<file path="src/logic/cdc_pkg.sv">
// constants and state type for the codec serial rate and control port block
package cdc_pkg;
  // synchronised pin vector positions
  localparam int PIN_MCLK   = 0;
  localparam int PIN_SCLK   = 1;
  localparam int PIN_CS     = 2;
  localparam int PIN_CONTROL_BIT_CLOCK   = 3;
  localparam int PIN_CONTROL_SERIAL_IN   = 4;
  localparam int PIN_ADV    = 5;
  localparam int PIN_DI1    = 6;
  localparam int PIN_LCL    = 7;
  localparam int PIN_RCL    = 8;
  localparam int PIN_ERR    = 9;   // two bits
  localparam int PIN_MODE   = 11;  // three bits
  localparam int PIN_RATE   = 14;  // three bits
  localparam int PIN_BPF    = 17;  // two bits
  localparam int PIN_SLAVE  = 19;
  localparam int PIN_MULT   = 20;
  localparam int NSYNC      = 21;

  localparam int CTRL_W     = 24;
  localparam int RATIO_W    = 12;
  localparam int MULT_SHIFT = 4;   // times sixteen
  localparam int DIV_W      = RATIO_W + MULT_SHIFT + 8;
  localparam int MASK_POS   = 0;   // interrupt mask bit in the control word
  localparam int STAT_W     = 8;

  localparam logic [2:0] MODE_THREE = 3'h3;
  localparam logic [2:0] MODE_FOUR  = 3'h4;
  localparam logic [2:0] MODE_FIVE  = 3'h5;
  localparam logic [1:0] ERR_RANGE  = 2'h3;
  localparam logic [3:0] BPF_LOG_MAX = 4'h8; // frame select 0..3 -> 256,128,64,32

  localparam logic [CTRL_W-1:0]  CTRL_RESET  = 24'h000000;
  localparam logic [RATIO_W-1:0] RATIO_RESET = 12'h000;
  localparam logic [RATIO_W-1:0] RATIO_MAX   = 12'hFFF;
  // select and control clock sit at their idle high level after reset
  localparam logic [NSYNC-1:0]   SYNC_RESET  = 21'h00000C;

  typedef struct packed {
    logic [NSYNC-1:0]   s1;
    logic [NSYNC-1:0]   s2;
    logic [NSYNC-1:0]   s3;
    logic [RATIO_W-1:0] edgeCnt;
    logic [RATIO_W-1:0] ratio;
    logic [DIV_W-1:0]   rateKey;
    logic               boot;
    logic               calStart;
    logic [CTRL_W-1:0]  shiftIn;
    logic [CTRL_W-1:0]  latched;
    logic [CTRL_W-1:0]  ctrlWord;
    logic [STAT_W-1:0]  statusSh;
    logic               ctrlOut;
    logic               irqPend;
    logic               pushReq;
    logic               overflow;
    logic               modeErr;
  } cdc_state_t;
endpackage

</file>
<file path="src/logic/cdc_serial_rate_control.sv">
// serial rate measurement, control port, interrupt and control word fifo
// Summary of operation
// - slave modes: count master clocks per bit clock, derive sample rate from it
// - frame length is one of 256, 128, 64 or 32 bits
// - in serial mode three only, clock multiplier slave sub-mode uses sixteen times the master clock count
// - reset clears every control word bit to zero
// - any change of selected sample rate starts calibration by itself
// - mode four: last eight output bits before select rises carry status
// - a control port read clears the interrupt unless a new unmasked event lands in the same cycle
// - serial modes 3, 4, 5 only; modes 1 and 2 unsupported
// - select low shifts data in and status out; select high latches data
// - control input sampled on falling, output changed on rising bit clock
// - unmasked interrupt on flag change, clip rise, or leaving range error
module cdc_fifo #(
  parameter int WIDTH = 24,
  parameter int DEPTH = 16
) (
  input  wire logic             sys_clk,
  input  wire logic             rstn,
  input  wire logic             inValid,
  output logic                  inReady,
  input  wire logic [WIDTH-1:0] inData,
  output logic                  outValid,
  input  wire logic             outReady,
  output logic      [WIDTH-1:0] outData
);
  localparam int AW = $clog2(DEPTH);
  typedef struct packed {
    logic [AW:0] wp;
    logic [AW:0] rp;
  } cdc_fifo_state_t;

  generate
    if (DEPTH < 2 || (DEPTH & (DEPTH - 1)) != 0) begin : g_chk
      $error("cdc_fifo depth must be a power of two, at least 2");
    end
  endgenerate

  logic [WIDTH-1:0] mem [DEPTH];
  cdc_fifo_state_t  q;
  cdc_fifo_state_t  d;
  logic             doPush;
  logic             doPop;

  always_comb begin
    d        = q;
    outValid = (q.wp != q.rp);
    inReady  = (q.wp[AW-1:0] != q.rp[AW-1:0]) || (q.wp[AW] == q.rp[AW]);
    doPush   = inValid && inReady;
    doPop    = outValid && outReady;
    outData  = mem[q.rp[AW-1:0]];
    if (doPush) begin
      d.wp = q.wp + 1'b1;
    end
    if (doPop) begin
      d.rp = q.rp + 1'b1;
    end
  end

  always_ff @(posedge sys_clk or negedge rstn) begin
    if (!rstn) begin
      q <= '0;
    end else begin
      q <= d;
    end
  end

  always_ff @(posedge sys_clk) begin
    if (doPush) begin
      mem[q.wp[AW-1:0]] <= inData;
    end
  end
endmodule

module cdc_serial_rate_control
  import cdc_pkg::*;
#(
  parameter int FIFO_DEPTH = 16
) (
  input  wire logic              sys_clk,
  input  wire logic              rstn,
  input  wire logic              masterClockIn,
  input  wire logic              serialBitClock,
  input  wire logic              controlChipSelect,
  input  wire logic              controlBitClock,
  input  wire logic              controlSerialIn,
  input  wire logic              adcValidFlag,
  input  wire logic              digitalInputOne,
  input  wire logic              leftClipFlag,
  input  wire logic              rightClipFlag,
  input  wire logic [1:0]        bitClockError,
  input  wire logic [2:0]        serialModeSel,
  input  wire logic [2:0]        rateSelect,
  input  wire logic [1:0]        frameLengthSel,
  input  wire logic              slaveMode,
  input  wire logic              multiplierMode,
  input  wire logic              wordAccept,
  output logic                   controlSerialOut,
  output logic                   irqPinOut,
  output logic                   irqPinOe,
  output logic      [CTRL_W-1:0] controlWord,
  output logic      [RATIO_W-1:0] bitClockRatio,
  output logic      [DIV_W-1:0]  sampleRateKey,
  output logic                   calStart,
  output logic                   modeUnsupported,
  output logic                   ctrlOverflow
);
  cdc_state_t        q;
  cdc_state_t        d;
  logic              fifoInReady;
  logic              fifoOutValid;
  logic [CTRL_W-1:0] fifoOutData;
  logic [NSYNC-1:0]  pins;
  logic              mRise;
  logic              sRise;
  logic              csRise;
  logic              csFall;
  logic              cclkRise;
  logic              cclkFall;
  logic              modeFour;
  logic [DIV_W-1:0]  effRatio;
  logic [DIV_W-1:0]  rateKey;
  logic [3:0]        bpfLog;
  logic [STAT_W-1:0] statusByte;
  logic              irqEvent;
  logic [2:0]        mode;

  assign pins = {multiplierMode, slaveMode, frameLengthSel, rateSelect, serialModeSel,
                 bitClockError, rightClipFlag, leftClipFlag, digitalInputOne,
                 adcValidFlag, controlSerialIn, controlBitClock, controlChipSelect,
                 serialBitClock, masterClockIn};

  cdc_fifo #(
    .WIDTH (CTRL_W),
    .DEPTH (FIFO_DEPTH)
  ) u_fifo (
    .sys_clk  (sys_clk),
    .rstn     (rstn),
    .inValid  (q.pushReq),
    .inReady  (fifoInReady),
    .inData   (q.latched),
    .outValid (fifoOutValid),
    .outReady (wordAccept),
    .outData  (fifoOutData)
  );

  always_comb begin
    d        = q;
    d.s1     = pins;
    d.s2     = q.s1;
    d.s3     = q.s2;
    mRise    = q.s2[PIN_MCLK] && !q.s3[PIN_MCLK];
    sRise    = q.s2[PIN_SCLK] && !q.s3[PIN_SCLK];
    csRise   = q.s2[PIN_CS] && !q.s3[PIN_CS];
    csFall   = !q.s2[PIN_CS] && q.s3[PIN_CS];
    cclkRise = q.s2[PIN_CONTROL_BIT_CLOCK] && !q.s3[PIN_CONTROL_BIT_CLOCK];
    cclkFall = !q.s2[PIN_CONTROL_BIT_CLOCK] && q.s3[PIN_CONTROL_BIT_CLOCK];
    mode     = q.s2[PIN_MODE +: 3];
    modeFour = (mode == MODE_FOUR);
    d.modeErr = !(mode == MODE_THREE || modeFour || mode == MODE_FIVE);

    // master clock edges per bit clock period
    if (sRise) begin
      d.ratio   = q.edgeCnt + RATIO_W'(mRise);
      d.edgeCnt = RATIO_RESET;
    end else if (mRise && q.edgeCnt != RATIO_MAX) begin
      d.edgeCnt = q.edgeCnt + 1'b1;
    end
    effRatio = DIV_W'(q.ratio);
    if (q.s2[PIN_MULT] && mode == MODE_THREE) begin
      effRatio = effRatio << MULT_SHIFT;
    end
    bpfLog  = BPF_LOG_MAX - {2'h0, q.s2[PIN_BPF +: 2]};
    rateKey = q.s2[PIN_SLAVE] ? (effRatio << bpfLog) : DIV_W'(q.s2[PIN_RATE +: 3]);
    d.rateKey  = rateKey;
    d.calStart = q.boot || (rateKey != q.rateKey);
    d.boot     = 1'b0;

    // control port, mode four only
    statusByte = {q.s2[PIN_ADV], q.s2[PIN_DI1], q.s2[PIN_LCL], q.s2[PIN_RCL],
                  q.s2[PIN_ERR +: 2], q.irqPend, q.modeErr};
    d.pushReq  = 1'b0;
    if (modeFour) begin
      if (csFall) begin
        // pre-rotated so the last eight bits of a frame come out msb first
        d.statusSh = {statusByte[STAT_W-2:0], statusByte[STAT_W-1]};
      end else if (!q.s2[PIN_CS] && cclkRise) begin
        d.ctrlOut  = q.statusSh[STAT_W-1];
        d.statusSh = {q.statusSh[STAT_W-2:0], q.statusSh[STAT_W-1]};
      end
      if (!q.s2[PIN_CS] && cclkFall) begin
        d.shiftIn = {q.shiftIn[CTRL_W-2:0], q.s2[PIN_CONTROL_SERIAL_IN]};
      end
      if (csRise) begin
        d.latched = q.shiftIn;
        d.pushReq = 1'b1;
      end
    end
    d.overflow = q.pushReq && !fifoInReady;
    if (fifoOutValid && wordAccept) begin
      d.ctrlWord = fifoOutData;
    end

    // interrupt sources; a new event outranks the read clear
    irqEvent = (q.s2[PIN_ADV] != q.s3[PIN_ADV]) || (q.s2[PIN_DI1] != q.s3[PIN_DI1])
               || (q.s2[PIN_LCL] && !q.s3[PIN_LCL]) || (q.s2[PIN_RCL] && !q.s3[PIN_RCL])
               || (q.s3[PIN_ERR +: 2] == ERR_RANGE && q.s2[PIN_ERR +: 2] != ERR_RANGE);
    d.irqPend = (irqEvent && !q.ctrlWord[MASK_POS])
                || (q.irqPend && !(modeFour && csRise));
  end

  always_ff @(posedge sys_clk or negedge rstn) begin
    if (!rstn) begin
      q          <= '0;
      q.s1       <= SYNC_RESET;
      q.s2       <= SYNC_RESET;
      q.s3       <= SYNC_RESET;
      q.boot     <= 1'b1;
      q.ctrlWord <= CTRL_RESET;
    end else begin
      q <= d;
    end
  end

  // open drain: data stays low, only the enable pulls the line
  assign irqPinOut        = 1'b0;
  assign irqPinOe         = q.irqPend;
  assign controlSerialOut = q.ctrlOut;
  assign controlWord      = q.ctrlWord;
  assign bitClockRatio    = q.ratio;
  assign sampleRateKey    = q.rateKey;
  assign calStart         = q.calStart;
  assign modeUnsupported  = q.modeErr;
  assign ctrlOverflow     = q.overflow;
endmodule

</file>
<file path="config.mk">
export PLATFORM = sky130hd
export DESIGN_NAME = cdc_serial_rate_control
export DESIGN_NICKNAME = d
export VERILOG_FILES = /design/src/logic/cdc_pkg.sv /design/src/logic/cdc_serial_rate_control.sv
export SDC_FILE = /design/constraint.sdc
export NUM_CORES = 1
export LEC_CHECK = 0
export ABC_CLOCK_PERIOD_IN_PS = 4500
export CAP_MARGIN = 20
export CORE_ASPECT_RATIO = 0.9
export CORE_MARGIN = 1.5
export CORE_UTILIZATION = 45
export DETAILED_ROUTE_END_ITERATION = 8
export DONT_BUFFER_PORTS = 1
export GPL_TIMING_DRIVEN = 0
export SLEW_MARGIN = 0
export SYNTH_ARGS = -nofsm -noshare
export SYNTH_HDL_FRONTEND = slang
export SYNTH_SLANG_ARGS = --single-unit
</file>
<file path="constraint.sdc">
create_clock -name sys_clk -period 4.5 [get_ports sys_clk]
set_clock_uncertainty 0.2 [all_clocks]
set_input_delay 0.9 -clock sys_clk [delete_from_list [all_inputs] [get_ports sys_clk]]
set_output_delay 0.9 -clock sys_clk [all_outputs]
set_load 0.005 [all_outputs]
</file>
**Word-level counts from Yosys, hierarchy flattened**

Memory sizes are Yosys's and may differ from the RTL's. A register that Yosys moved wholly into a read port is not among the register bits.
Cells that the tools add are included.

- Register bits: 174
- Bits in writable memories: 384
- Bits of input ports: 24
- Output and inout port bits: 66
- Logic and storage cells: 95
- Memories kept: 1

- Add/subtract/negate cells: 5
- Equality and inequality tests: 12
- Shift operators: 1
- Multiplexer cells: 10
- Bitwise logic cells: 1
- Reductions and logical operators: 47

Memory list:

| memory | words | bits a word | rd ports | clocked after memory_dff | write ports | line | RTL |
|---|---|---|---|---|---|---|---|
| u_fifo.mem | 16 | 24 | 1 | 1 | 1 | cdc_serial_rate_control.sv:39 | `logic [WIDTH-1:0] mem [DEPTH];` |

Operators with widths:

| cell | number |
|---|---|
| $mux W12 | 2 |
| $mux W24 | 1 |
| $ne A24 B24 Y1 | 1 |
| $shl A24 B4 Y24 | 1 |
| $logic_and A1 B1 Y1 | 19 |
| $mux W16 | 1 |
| $logic_not A1 Y1 | 13 |
| $add A12 B1 Y12 | 1 |
| $add A12 B1 Y12 const B | 1 |
| $ne A12 B12 Y1 const B | 1 |
| $add A5 B1 Y5 const B | 2 |
| $logic_or A1 B1 Y1 | 9 |
| $mux W9 | 1 |
| $mux W8 | 1 |
| $eq A3 B3 Y1 const B | 2 |
| $reduce_and A2 Y1 | 3 |
| $ne A5 B5 Y1 | 1 |
| $mux W1 | 4 |
| $ne A4 B4 Y1 | 1 |
| $reduce_bool A2 Y1 | 2 |
| $sub A4 B2 Y4 const A | 1 |
| $eq A3 B2 Y1 const B | 1 |
| $reduce_and A3 Y1 | 1 |
| $eq A2 B2 Y1 const B | 1 |
| other kinds (4) | 5 |

**Longest topological paths before layout**

Gate-level depths: netlist of run 1.

- Depth in word-level cells: 7
- Gate-level depth with buffers: 15

**By module**

A second synthesis of run 1 with hierarchy kept.

- Cell total of the unflattened synthesis: 1,539
- Area total of the unflattened synthesis: 23,882.9 µm²

Modules (own cells, without submodules):

| module | times used | cells an instance | area an instance (µm²) | sequential area each (µm²) |
|---|---|---|---|---|
| cdc_fifo | 1 | 775 | 15,391.0 | 11,781.3 |
| cdc_serial_rate_control | 1 | 764 | 8,491.9 | 4,688.2 |

**Worst setup path after synthesis of run 1**

No wires, ideal clock.

- Path kind: reg-to-reg
- Start point: reg q (netlist bit d[152])
- End point: reg q (netlist bit calStart)
- Library setup time: 129 ps
- Arrival time: 3,308 ps
- Required time: 4,171 ps
- Path slack: 863 ps
- Cell stages (with the launch flop): 15
- Path buffers: 4
- Cells stage by stage: dfrtp_1 > clkbuf_2 > buf_2 > buf_2 > inv_1 > ha_1 > buf_4 > mux2_2 > a22oi_1 > nor4_1 > nor4b_1 > nand4_1 > nor4_1 > nand4_1 > a2111o_1

RTL lines:

| element | line | RTL |
|---|---|---|
| from (decl) | cdc_serial_rate_control.sv:108 | `cdc_state_t q;` |

==> results of run 1 <==
[cells by family (layout without fill, tap and decap cells)]
kind of cell | after synthesis | in the layout | synth area share
compound gates | 123 | 123 | 0.0341
xor+xnor | 36 | 36 | 0.0134
fa+ha+maj | 9 | 9 | 0.00478
buf+inv | 148 | 273 | 0.0344
flops | 581 | 581 | 0.698
mux | 200 | 200 | 0.155
other cells | 1 | 3 | 0.000159
simple gates | 289 | 289 | 0.0594
[sequential cells by signal, summed over array words and instances (netlist names)]
register          cells
calStart              1
q                    80
bitClockRatio        12
u_fifo.q             10
controlSerialOut      1
sampleRateKey        24
modeUnsupported       1
d                    42
u_fifo.mem          384
controlWord          24
irqPinOe              1
ctrlOverflow          1
[cells in the mapped netlist (6+ instances only)]
cell	number	area (um^2)
sky130_fd_sc_hd__buf_2	9	45.0
sky130_fd_sc_hd__nand2_1	119	447
sky130_fd_sc_hd__dfstp_2	7	184
sky130_fd_sc_hd__clkbuf_1	47	176
sky130_fd_sc_hd__mux4_2	127	2860
sky130_fd_sc_hd__nand4_1	12	75.1
sky130_fd_sc_hd__o22ai_1	11	68.8
sky130_fd_sc_hd__nor2_1	42	158
sky130_fd_sc_hd__xnor2_1	18	158
sky130_fd_sc_hd__xor2_1	18	158
sky130_fd_sc_hd__mux2i_1	14	140
sky130_fd_sc_hd__and2_1	20	125
sky130_fd_sc_hd__and3_1	6	37.5
sky130_fd_sc_hd__nor2b_1	12	75.1
sky130_fd_sc_hd__mux2_2	59	664
sky130_fd_sc_hd__o21ai_0	35	175
sky130_fd_sc_hd__buf_1	9	33.8
sky130_fd_sc_hd__a21oi_1	29	145
sky130_fd_sc_hd__inv_1	17	63.8
sky130_fd_sc_hd__nand3_1	27	135
sky130_fd_sc_hd__ha_1	9	113
sky130_fd_sc_hd__buf_4	63	473
sky130_fd_sc_hd__nor4_1	7	43.8
sky130_fd_sc_hd__edfxtp_1	384	11500
sky130_fd_sc_hd__or3_1	7	43.8
sky130_fd_sc_hd__a211oi_1	6	45.0
sky130_fd_sc_hd__dfrtp_1	190	4750
sky130_fd_sc_hd__nand2b_1	10	62.6
[area by class of cell]
| type | count | area, um^2 | area share |
|---|---|---|---|
| repair buffers | 18 | 387 | 0.0144 |
| flip-flops and latches | 581 | 16500 | 0.615 |
| clock inverters | 24 | 233 | 0.00869 |
| clock buffers | 83 | 1660 | 0.0619 |
| multi-input cells | 660 | 6350 | 0.237 |
| well taps | 688 | 861 | 0.0321 |
| plain buffers | 130 | 752 | 0.0281 |
| inverters | 18 | 67.6 | 0.00252 |
[how the worst max path moves through the flow]
stage                     startpoint  endpoint  slack [ns]
after CTS                     d[152]  calStart        0.04
after detailed placement      d[152]  calStart        0.03
after global placement        d[152]  calStart       -0.05
after global routing          d[152]  calStart       0.004
final                         d[152]  calStart        0.25
after floorplan               d[152]  calStart        0.86
[stage by stage]
step	hold WS, ns	std cells	utilization	setup WS [ns]
6_report	-0.222	2202	0.518	0.246
4_1_cts	-0.253	2200	0.517	0.0371
5_1_grt	-0.258	2202	0.518	0.00367
2_1_floorplan	0.131	1389	-	0.863
3_3_place_gp	0.132	2077	0.473	-0.0470
3_5_place_dp	0.135	2093	0.480	0.0293
[power groups by stage]
stage	clock network, W	logic, W	registers (W)
after floorplan	0	0.00181	0.00611
after global placement	0	0.00247	0.00616
after detailed placement	0	0.00257	0.00617
after CTS	0.00488	0.00257	0.00607
after global routing	0.00506	0.00274	0.00610
final	0.00476	0.00255	0.00607
[per-layer routing]
layer	vias to the layer above	share of wire	track usage
met1	6534	0.45	0.297
met4	0	0.025	0.0558
met5	-	0	0
met3	84	0.055	0.0353
met2	352	0.47	0.316
li1	5449	-	-
[timing repair]
item                                    in CTS  in global routing
buffers inserted                             0                  0
gates resized for setup                      1                 10
pin swaps                                    0                  2
endpoints found under the setup margin       1                  1
hold endpoints to repair                   190                190
==> metrics.log, run 1 <==
[metrics] I/O pin cnt: 90
[metrics] VDD IR-drop max: 370 uV
[metrics] H-tree levels: 2
[metrics] instance count of the mapped netlist: 1387
[metrics] DR DRC count: 0
[metrics] number of rows created at floorplan: 79
[metrics] Mapped Avg Cell Area: 17.0 um^2
[metrics] overall die width: 244 um
[metrics] area growth from synthesis to layout: 13.6%
[metrics] finished layout cell area: 26800 um^2
[metrics] WHS: -0.222 ns
[metrics] logic depth of the worst path, buffers included: 14
[metrics] mean number of vias per cell: 5.64
[metrics] residual overflow from global routing: 0
[metrics] net load switching power: 0.00346 W
[metrics] share of flip-flops with an asynchronous set or reset after synthesis: 0.339
[metrics] total of max-cap violations: 0
[metrics] CTS tree: built
[metrics] placement-stage cell area: 24800 um^2
[metrics] final-report setup violation count: 0
[metrics] CORE AREA: 51700 um^2
[metrics] leading cell type in the layout, fill and taps excluded: sky130_fd_sc_hd__edfxtp_1
[metrics] Initial Util: 0.456
[metrics] wire length of the first global-routing pass: 79900 um
[metrics] routed wire length: 53700 um
[metrics] category of the worst setup path capture point: flop
[metrics] standby leakage power: 10.0 nW
[metrics] R2R Path Start: d[152]
[metrics] data required time of the critical path: 4.78 ns
[metrics] reg2reg setup slack: 0.25 ns
[metrics] clk buf depth: 3
[metrics] clock latency reported for the late side of the worst-skew pair: 0.61 ns
[metrics] total half-perimeter wirelength after legalization and detailed placement: 33100 um
[metrics] Reg2Reg Depth: 14
[metrics] reg2reg end: calStart
[metrics] Tmin final: 4.25 ns
[metrics] fraction of power consumed by combinational cells: 0.190
[metrics] initial antenna violation count: 0
[metrics] total routing usage reported by global routing: 0.203
[metrics] crit path kind: flop to flop
[metrics] largest net degree at the start of global routing: 198
[metrics] Sw Ratio: 0.259
[metrics] crit path cell chain: clkbuf_2, clkbuf_4, clkbuf_4, inv_1, ha_2, buf_4, mux2_2, a22oi_2, nor4_1, nor4b_1, nand4_1, nor4_2, nand4_1, a2111o_1
[metrics] Initial DRC Count: 1172
[metrics] slowest stage cell, crit path: sky130_fd_sc_hd__ha_2
[metrics] Clk pin slew, worst setup/hold paths: 0.06 ns
[metrics] fraction of layout instances using a drive strength above 1: 0.266
[metrics] most used flip-flop cell after synthesis: sky130_fd_sc_hd__edfxtp_1
[metrics] share of the yosys chip area belonging to registers: 0.698
[metrics] number of max-slew violations in the final report: 0
[metrics] filler instances: 4159
[metrics] post-route setup TNS: 0 ns
[metrics] most frequent cells in the layout: sky130_fd_sc_hd__edfxtp_1 (384), sky130_fd_sc_hd__dfrtp_1 (190), sky130_fd_sc_hd__mux4_2 (127), sky130_fd_sc_hd__nand2_1 (119), sky130_fd_sc_hd__buf_4 (63)
[metrics] number of enable-type register cells in the synthesized netlist: 384
[metrics] Final Total Pwr: 0.0134 W
[metrics] ANT cells: 0
[metrics] worst hold path type: input port to asynchronous set/reset pin
[metrics] Period Utilization, post-route: 0.945
[metrics] Yosys warning count: 0
[metrics] achievable clock frequency: 0.235 GHz
[metrics] Die Span Y: 220 um
[metrics] Num Clock Sinks: 581
[metrics] vias in the first global route: 12578
[metrics] Final Hold Viols: 190
[metrics] RSZ-0062 raised after global routing: false
[metrics] routed wirelength normalized by instance count: 24.4 um
[metrics] largest incremental delay on the critical path: 0.43 ns
[metrics] family with the most delay on the worst path: simple AND/OR/NAND/NOR gates
[metrics] sort of element at the start of the critical path: flop
[metrics] Synth Register Bits: 581
[metrics] relative slew slack: 0.310
[metrics] outcome: finished, violations left
[metrics] TritonRoute pass-1 iters: 5
[metrics] buffers and inverters on the worst path: 5
[metrics] # port buffers: 0
[metrics] portion of total power attributed to sequential cells: 0.454
[metrics] number of buffers created by CTS: 57
[metrics] Die ar.: 53800 um^2
[metrics] net total in the final layout: 1499
[metrics] maximum net fanout on the critical path: 10
[metrics] Routed Antenna Nets: 0
[metrics] number of vias after detailed routing: 12419
[metrics] count of distinct cell types in the synthesized netlist: 67
[metrics] final weighted congestion in routability-driven placement: 0.873
[metrics] clock root buffer: sky130_fd_sc_hd__clkbuf_16
[metrics] power density over the cells: 499 nW/um^2
[metrics] Int Pwr: 0.00991 W
[metrics] critical path arrival: 4.53 ns
[metrics] transition time of the tightest slew-check pin: 1.04 ns
[metrics] post-synthesis instance area: 23600 um^2
[metrics] failing checks: hold timing
[metrics] proportion of power drawn by the clock network: 0.356
Note: power is estimated with default switching activity, not from simulation.
==> run 2, diff against run 1 <==
--- a/config.mk
+++ b/config.mk
@@ -16,4 +16,5 @@
 export SLEW_MARGIN = 0
 export SYNTH_ARGS = -nofsm -noshare
 export SYNTH_HDL_FRONTEND = slang
+export SYNTH_HIERARCHICAL = 1
 export SYNTH_SLANG_ARGS = --single-unit
==> metrics.log, run 2 <==
[metrics] reg2reg setup slack: 0.51 ns (+0.27 ns)
[metrics] proportion of power drawn by the clock network: 0.339 (-0.017)
[metrics] cts repair resizes: 0 (-1)
[metrics] maximum net fanout on the critical path: 9 (-1)
[metrics] finished layout cell area: 27100 um^2 (+1.3%)
[metrics] clock root buffer: sky130_fd_sc_hd__clkbuf_16
[metrics] top-area cell type share of the netlist area: 0.483 (-0.00617)
[metrics] R2R Path Start: d[152]
[metrics] total routing usage reported by global routing: 0.203 (about the same)
[metrics] Setup Slack @ Placement: 0.626 ns (+0.597 ns)
[metrics] critical path arrival: 4.24 ns (-0.29 ns)
[metrics] final weighted congestion in routability-driven placement: 0.856 (-1.9%)
[metrics] RSZ-0062 raised after global routing: false
[metrics] outcome: finished, violations left
[metrics] relative slew slack: 0.326 (+0.0169)
[metrics] family with the most delay on the worst path: simple AND/OR/NAND/NOR gates
[metrics] clk buf depth: 3 (unchanged)
[metrics] Yosys warning count: 6 (+6)
[metrics] post-route setup TNS: 0 ns (unchanged)
[metrics] slowest stage cell, crit path: sky130_fd_sc_hd__or3b_2
[metrics] Period Utilization, post-route: 0.886 (-0.0595)
[metrics] vias in the first global route: 13425 (+6.7%)
[metrics] net load switching power: 0.00398 W (+15%)
[metrics] worst setup path startpoint: d[152]
[metrics] clock latency reported for the late side of the worst-skew pair: 0.61 ns (about the same)
[metrics] Tmin final: 3.99 ns (-0.268 ns)
[metrics] end point of the critical path: calStart
[metrics] H-tree levels: 2 (unchanged)
[metrics] achievable clock frequency: 0.251 GHz (+6.7%)
[metrics] data required time of the critical path: 4.75 ns (-0.03 ns)
[metrics] post-synthesis instance area: 23900 um^2 (+1.3%)
[metrics] total half-perimeter wirelength after legalization and detailed placement: 36400 um (+10%)
[metrics] CORE AREA: 52100 um^2 (+0.76%)
[metrics] area growth from synthesis to layout: 13.6% (about the same)
[metrics] number of max-slew violations in the final report: 0 (unchanged)
[metrics] sort of element at the start of the critical path: flop
[metrics] Num Clock Sinks: 581 (unchanged)
[metrics] number of rows created at floorplan: 79 (unchanged)
[metrics] most used flip-flop cell after synthesis: sky130_fd_sc_hd__edfxtp_1
[metrics] Reg2Reg Depth: 12 (-2)
[metrics] Final Total Pwr: 0.0139 W (+4.2%)
[metrics] VDD IR-drop max: 314 uV (-15%)
[metrics] leading cell type in the layout, fill and taps excluded: sky130_fd_sc_hd__edfxtp_1
[metrics] TritonRoute pass-1 iters: 4 (-1)
[metrics] largest incremental delay on the critical path: 0.55 ns (+0.12 ns)
[metrics] initial antenna violation count: 1 (+1)
[metrics] share of flip-flops with an asynchronous set or reset after synthesis: 0.339 (unchanged)
[metrics] number of buffers inserted by post-CTS setup repair: 0 (unchanged)
[metrics] I/O pin cnt: 90 (unchanged)
[metrics] Clk pin slew, worst setup/hold paths: 0.06 ns (about the same)
[metrics] reg2reg end: calStart
[metrics] net total in the final layout: 1677 (+12%)
[metrics] total of max-cap violations: 0 (unchanged)
[metrics] CTS tree: built
[metrics] number of vias after detailed routing: 13358 (+7.6%)
[metrics] DR DRC count: 0 (unchanged)
[metrics] portion of total power attributed to sequential cells: 0.437 (-0.017)
[metrics] number of enable-type register cells in the synthesized netlist: 384 (unchanged)
[metrics] Int Pwr: 0.00996 W (+0.48%)
[metrics] standby leakage power: 10.5 nW (+4.3%)
[metrics] crit path cell chain: buf_6, inv_2, ha_1, clkbuf_1, or3b_2, o21ai_0, o21ai_1, a2111oi_1, o211ai_1, or4_1, nor4_1, nand4_1
[metrics] Initial Util: 0.458 (+0.00233)
[metrics] Mapped Avg Cell Area: 15.5 um^2 (-8.7%)
[metrics] ANT cells: 0 (unchanged)
[metrics] Die ar.: 54500 um^2 (+1.3%)
[metrics] # port buffers: 0 (unchanged)
[metrics] number of buffers created by CTS: 58 (+1.8%)
[metrics] transition time of the tightest slew-check pin: 1.00 ns (-0.0309 ns)
[metrics] most frequent cells in the layout: sky130_fd_sc_hd__edfxtp_1 (384), sky130_fd_sc_hd__dfrtp_1 (190), sky130_fd_sc_hd__nand2_1 (150), sky130_fd_sc_hd__mux2i_1 (116), sky130_fd_sc_hd__buf_4 (85)
[metrics] share of the yosys chip area belonging to registers: 0.690 (-0.00882)
[metrics] logic depth of the worst path, buffers included: 12 (-2)
[metrics] final-report setup violation count: 0 (unchanged)
[metrics] routed wire length: 53900 um (+0.38%)
[metrics] most common cell in the netlist: sky130_fd_sc_hd__edfxtp_1
[metrics] residual overflow from global routing: 0 (unchanged)
[metrics] Sw Ratio: 0.285 (+0.0267)
[metrics] worst hold path type: input port to asynchronous set/reset pin
[metrics] cell type with the largest total area after synthesis: sky130_fd_sc_hd__edfxtp_1
[metrics] Area contributors post-synth: sky130_fd_sc_hd__edfxtp_1 (48%), sky130_fd_sc_hd__dfrtp_1 (20%), sky130_fd_sc_hd__mux4_2 (5.2%)
[metrics] category of the worst setup path capture point: flop
[metrics] Routed Antenna Nets: 0 (unchanged)
[metrics] fraction of power consumed by combinational cells: 0.224 (+0.034)
[metrics] crit path kind: flop to flop
[metrics] failing checks: hold timing
[metrics] Synth Register Bits: 581 (unchanged)
[metrics] Die Span Y: 222 um (+0.63%)
[metrics] count of distinct cell types in the synthesized netlist: 72 (+7.5%)
[metrics] Initial DRC Count: 1013 (-14%)
[metrics] placement-stage cell area: 25300 um^2 (+1.7%)
[metrics] slack of the critical path: 0.514 ns (+0.268 ns)
[metrics] wire length of the first global-routing pass: 82900 um (+3.7%)
[metrics] mean number of vias per cell: 5.61 (-0.57%)
[metrics] Final Hold Viols: 190 (unchanged)
[metrics] number of flip-flops under the largest register name: 384 (unchanged)
[metrics] synth cell count leaders: sky130_fd_sc_hd__edfxtp_1 (384), sky130_fd_sc_hd__dfrtp_1 (190), sky130_fd_sc_hd__nand2_1 (150), sky130_fd_sc_hd__mux2i_1 (116), sky130_fd_sc_hd__buf_4 (64)
[metrics] instance count of the mapped netlist: 1539 (+11%)
[metrics] overall die width: 246 um (+0.63%)
[metrics] power density over the cells: 514 nW/um^2 (+2.8%)
[metrics] largest net degree at the start of global routing: 198 (unchanged)
[metrics] buffers and inverters on the worst path: 3 (-2)
[metrics] routed wirelength normalized by instance count: 22.6 um (-7.2%)
[metrics] fraction of layout instances using a drive strength above 1: 0.217 (-0.0489)
[metrics] WHS: -0.200 ns (+0.0215 ns)
## run 2: changes by cell type in the layout (fill, tap and decap cells not counted), moves of 22 or more
cell,before,now
sky130_fd_sc_hd__o211ai_1,2,30
sky130_fd_sc_hd__a221oi_1,1,24
sky130_fd_sc_hd__a22oi_1,0,24
sky130_fd_sc_hd__o21ai_1,3,25
sky130_fd_sc_hd__nand2_1,119,150
sky130_fd_sc_hd__mux4_2,127,55
sky130_fd_sc_hd__buf_6,2,33
sky130_fd_sc_hd__buf_4,63,85
sky130_fd_sc_hd__mux2i_1,14,116
## run 2: layout make-up
| class | instances | area [um^2] |
|---|---|---|
| Timing Repair Buffer | 43 | 414 |
| Sequential cell | 581 | 16500 |
| Clock inverter | 22 | 209 |
| Fill cell | 4263 | 25000 |
| Multi-Input combinational cell | 793 | 6480 |
| Clock buffer | 88 | 1680 |
| Inverter | 19 | 71.3 |
| Tap cell | 688 | 861 |
| Buffer | 148 | 952 |
## run 2: cells by family after synthesis
kind of cell,count (synthesis),synth area share
flip-flops,581,0.690
AND/OR/NAND/NOR,312,0.0615
multiplexers,230,0.129
AO/OA/AOI/OAI,199,0.0571
buffers and inverters,167,0.0429
XOR/XNOR,40,0.0147
adder cells (fa/ha/maj),9,0.00472
other,1,0.000157
## run 2: per-stage QoR
step | instances | util
floorplan | 1541 | -
detailed placement | 2272 | 0.485
CTS | 2382 | 0.521
global route | 2382 | 0.521
finish | 2382 | 0.521
global placement | 2229 | 0.475
## run 2: worst min path at each step
stage                     cells past startpoint  slack, ns         endpoint  startpoint
after floorplan                               0       0.13           d[135]      d[156]
after global placement                        0       0.13           d[135]      d[156]
after detailed placement                      0       0.14           d[144]      d[165]
after CTS                                     0      -0.26  controlWord[17]        rstn
after global routing                          0      -0.24           d[145]        rstn
final                                         0      -0.20           d[166]        rstn
## run 2: worst register-to-register path, delay by kind of cell (launching register included)
family / cells / cell delay [ns]
compound gates: 4 / 0.91
simple gates: 4 / 1.68
buf+inv: 3 / 0.44
flops: 1 / 0.37
fa+ha+maj: 1 / 0.23
## run 2: routing by layer
metal	wire, um	vias up	global-route usage
met3	3670	77	0.0369
met2	25300	415	0.316
met5	0	-	0
met4	1050	0	0.0552
met1	23900	6872	0.293
li1	-	5994	-
## run 2: power by group through the flow
stage                     clock, W  combinational (W)  sequential (W)
final                      0.00472            0.00313         0.00609
after global routing       0.00506            0.00335         0.00612
after CTS                  0.00485            0.00316         0.00609
after detailed placement         0            0.00316         0.00620
after global placement           0            0.00311         0.00619
after floorplan                  0            0.00226         0.00612
==> run 3, diff against run 2 <==
--- a/config.mk
+++ b/config.mk
@@ -13,6 +13,7 @@
 export DETAILED_ROUTE_END_ITERATION = 8
 export DONT_BUFFER_PORTS = 1
 export GPL_TIMING_DRIVEN = 0
+export PLACE_DENSITY_LB_ADDON = 0.1
 export SLEW_MARGIN = 0
 export SYNTH_ARGS = -nofsm -noshare
 export SYNTH_HDL_FRONTEND = slang
==> metrics.log, run 3 (same netlist as run 2, synthesis figures left out) <==
[metrics] clock root buffer: sky130_fd_sc_hd__clkbuf_16
[metrics] mean number of vias per cell: 5.54 (-1.3%)
[metrics] transition time of the tightest slew-check pin: 1.04 ns (+0.0315 ns)
[metrics] filler instances: 4313 (+1.2%)
[metrics] largest net degree at the start of global routing: 198 (unchanged)
[metrics] Clk pin slew, worst setup/hold paths: 0.06 ns (about the same)
[metrics] WHS: -0.202 ns (-0.00184 ns)
[metrics] DR DRC count: 0 (unchanged)
[metrics] clock latency reported for the late side of the worst-skew pair: 0.62 ns (about the same)
[metrics] clk buf depth: 3 (unchanged)
[metrics] final weighted congestion in routability-driven placement: 0.847 (-1.0%)
[metrics] largest incremental delay on the critical path: 0.48 ns (-0.07 ns)
[metrics] reg2reg end: calStart
[metrics] outcome: finished, violations left
[metrics] Initial DRC Count: 877 (-13%)
[metrics] overall die width: 246 um (unchanged)
[metrics] worst hold path type: input port to asynchronous set/reset pin
[metrics] net total in the final layout: 1680 (+0.18%)
[metrics] total area of multi-input combinational cells: 6480 um^2 (unchanged)
[metrics] most frequent cells in the layout: sky130_fd_sc_hd__edfxtp_1 (384), sky130_fd_sc_hd__dfrtp_1 (190), sky130_fd_sc_hd__nand2_1 (150), sky130_fd_sc_hd__mux2i_1 (116), sky130_fd_sc_hd__buf_4 (83)
[metrics] failing checks: hold timing
[metrics] slowest stage cell, crit path: sky130_fd_sc_hd__clkbuf_1
[metrics] slack of the critical path: 0.724 ns (+0.210 ns)
[metrics] RSZ-0062 raised after global routing: false
[metrics] Setup Slack @ Placement: 0.732 ns (+0.106 ns)
[metrics] Tmin final: 3.78 ns (-0.210 ns)
[metrics] crit path cell chain: buf_6, inv_2, ha_1, clkbuf_1, clkbuf_1, nand3_1, or2_2, a311oi_1, o311ai_0, nor3_1, nand4b_1, nor4_1, nand4_1
[metrics] fraction of layout instances using a drive strength above 1: 0.221 (+0.00387)
[metrics] total routing usage reported by global routing: 0.211 (+0.00824)
[metrics] category of the worst setup path capture point: flop
[metrics] Routed Antenna Nets: 0 (unchanged)
[metrics] Initial Util: 0.458 (unchanged)
[metrics] total of max-cap violations: 0 (unchanged)
[metrics] vias in the first global route: 13517 (+0.69%)
[metrics] utilization after layout: 0.523 (+0.00238)
[metrics] register cell area after layout: 16500 um^2 (unchanged)
[metrics] reg2reg setup slack: 0.72 ns (+0.21 ns)
[metrics] data required time of the critical path: 4.77 ns (+0.02 ns)
[metrics] routed wirelength normalized by instance count: 23.4 um (+3.6%)
[metrics] final-report setup violation count: 0 (unchanged)
[metrics] wire length of the first global-routing pass: 85500 um (+3.1%)
[metrics] maximum net fanout on the critical path: 10 (+1)
[metrics] relative slew slack: 0.309 (-0.0173)
[metrics] total half-perimeter wirelength after legalization and detailed placement: 37400 um (+2.5%)
[metrics] standby leakage power: 10.5 nW (+0.55%)
[metrics] CTS tree: built
[metrics] number of vias after detailed routing: 13202 (-1.2%)
[metrics] H-tree levels: 2 (unchanged)
[metrics] ANT cells: 0 (unchanged)
[metrics] I/O pin cnt: 90 (unchanged)
[metrics] Num Clock Sinks: 581 (unchanged)
[metrics] number of max-slew violations in the final report: 0 (unchanged)
[metrics] # port buffers: 0 (unchanged)
[metrics] VDD IR-drop max: 315 uV (+0.46%)
[metrics] leading cell type in the layout, fill and taps excluded: sky130_fd_sc_hd__edfxtp_1
[metrics] achievable clock frequency: 0.265 GHz (+5.6%)
[metrics] number of flip-flops under the largest register name: 384 (unchanged)
[metrics] sort of element at the start of the critical path: flop
[metrics] Period Utilization, post-route: 0.839 (-0.0467)
[metrics] area growth from synthesis to layout: 14.1%
[metrics] cell occurring most often along the worst timing path: sky130_fd_sc_hd__clkbuf_1
[metrics] CORE AREA: 52100 um^2 (unchanged)
[metrics] R2R Path Start: d[152]
[metrics] Die Span Y: 222 um (unchanged)
[metrics] critical path arrival: 4.05 ns (-0.19 ns)
[metrics] Reg2Reg Depth: 13 (+1)
[metrics] TritonRoute pass-1 iters: 5 (+1)
[metrics] number of rows created at floorplan: 79 (unchanged)
[metrics] Die ar.: 54500 um^2 (unchanged)
[metrics] number of buffers inserted by post-CTS setup repair: 0 (unchanged)
[metrics] family with the most delay on the worst path: simple AND/OR/NAND/NOR gates
[metrics] crit path kind: flop to flop
[metrics] buffers and inverters on the worst path: 4 (+1)
[metrics] number of buffers created by CTS: 58 (unchanged)
[metrics] cts repair resizes: 0 (unchanged)
[metrics] routed wire length: 55900 um (+3.7%)
[metrics] Final Hold Viols: 190 (unchanged)
[metrics] initial antenna violation count: 0 (-1)
[metrics] power density over the cells: 518 nW/um^2 (+0.78%)
[metrics] residual overflow from global routing: 0 (unchanged)
[run 3: final cells by class]
| class | instances | area share |
|---|---|---|
| Multi-Input combinational cell | 793 | 0.238 |
| Tap cell | 688 | 0.0316 |
| Inverter | 19 | 0.00262 |
| Clock inverter | 20 | 0.00900 |
| Timing Repair Buffer | 46 | 0.0178 |
| Clock buffer | 89 | 0.0621 |
| Buffer | 148 | 0.0349 |
| Sequential cell | 581 | 0.604 |
[run 3: routing by layer]
| metal | up-vias | track usage | wire [um] |
|---|---|---|---|
| met2 | 306 | 0.338 | 26800 |
| met4 | 0 | 0.0604 | 1330 |
| met1 | 6821 | 0.298 | 25200 |
| li1 | 5996 | - | - |
| met5 | - | 0 | 0 |
| met3 | 79 | 0.0330 | 2540 |
[run 3: power breakdown]
part | switching, W | internal (W)
Combinational | 0.00184 | 0.00132
Sequential | 0.000174 | 0.00590
Clock | 0.00200 | 0.00287
Total | 0.00402 | 0.0101
[run 3: worst reg2reg max path: stages (launching register included)]
cell and delay [ns]:
sky130_fd_sc_hd__dfrtp_1 0.34, sky130_fd_sc_hd__buf_6 0.13, sky130_fd_sc_hd__inv_2 0.07, sky130_fd_sc_hd__ha_1 0.27, sky130_fd_sc_hd__clkbuf_1 0.27, sky130_fd_sc_hd__clkbuf_1 0.48
sky130_fd_sc_hd__nand3_1 0.22, sky130_fd_sc_hd__or2_2 0.34, sky130_fd_sc_hd__a311oi_1 0.28, sky130_fd_sc_hd__o311ai_0 0.18, sky130_fd_sc_hd__nor3_1 0.27, sky130_fd_sc_hd__nand4b_1 0.16
sky130_fd_sc_hd__nor4_1 0.32, sky130_fd_sc_hd__nand4_1 0.13
[run 3: worst max path at each step]
stage / slack, ns / to / startpoint / depth (start not counted)
detailed placement: 0.73 / calStart / d[152] / 13
global route: 0.33 / calStart / d[152] / 13
finish: 0.72 / calStart / d[152] / 13
CTS: 0.71 / calStart / d[152] / 13
floorplan: 0.51 / u_fifo/mem[0][0] / u_fifo/q[1] / 5
global placement: -2.59 / u_fifo/mem[1][8] / u_fifo/q[3] / 5
[run 3: per-stage QoR]
step                TNS [ns]  hold slack (ns)  area (um^2)  total power (W)  instances
global route               0           -0.240        27300           0.0147       2384
global placement     -562.22            0.132        24800          0.00934       2229
CTS                        0           -0.251        27300           0.0143       2384
floorplan                  0            0.131        23900          0.00838       1541
finish                     0           -0.202        27300           0.0141       2384
detailed placement         0            0.135        25300          0.00940       2275
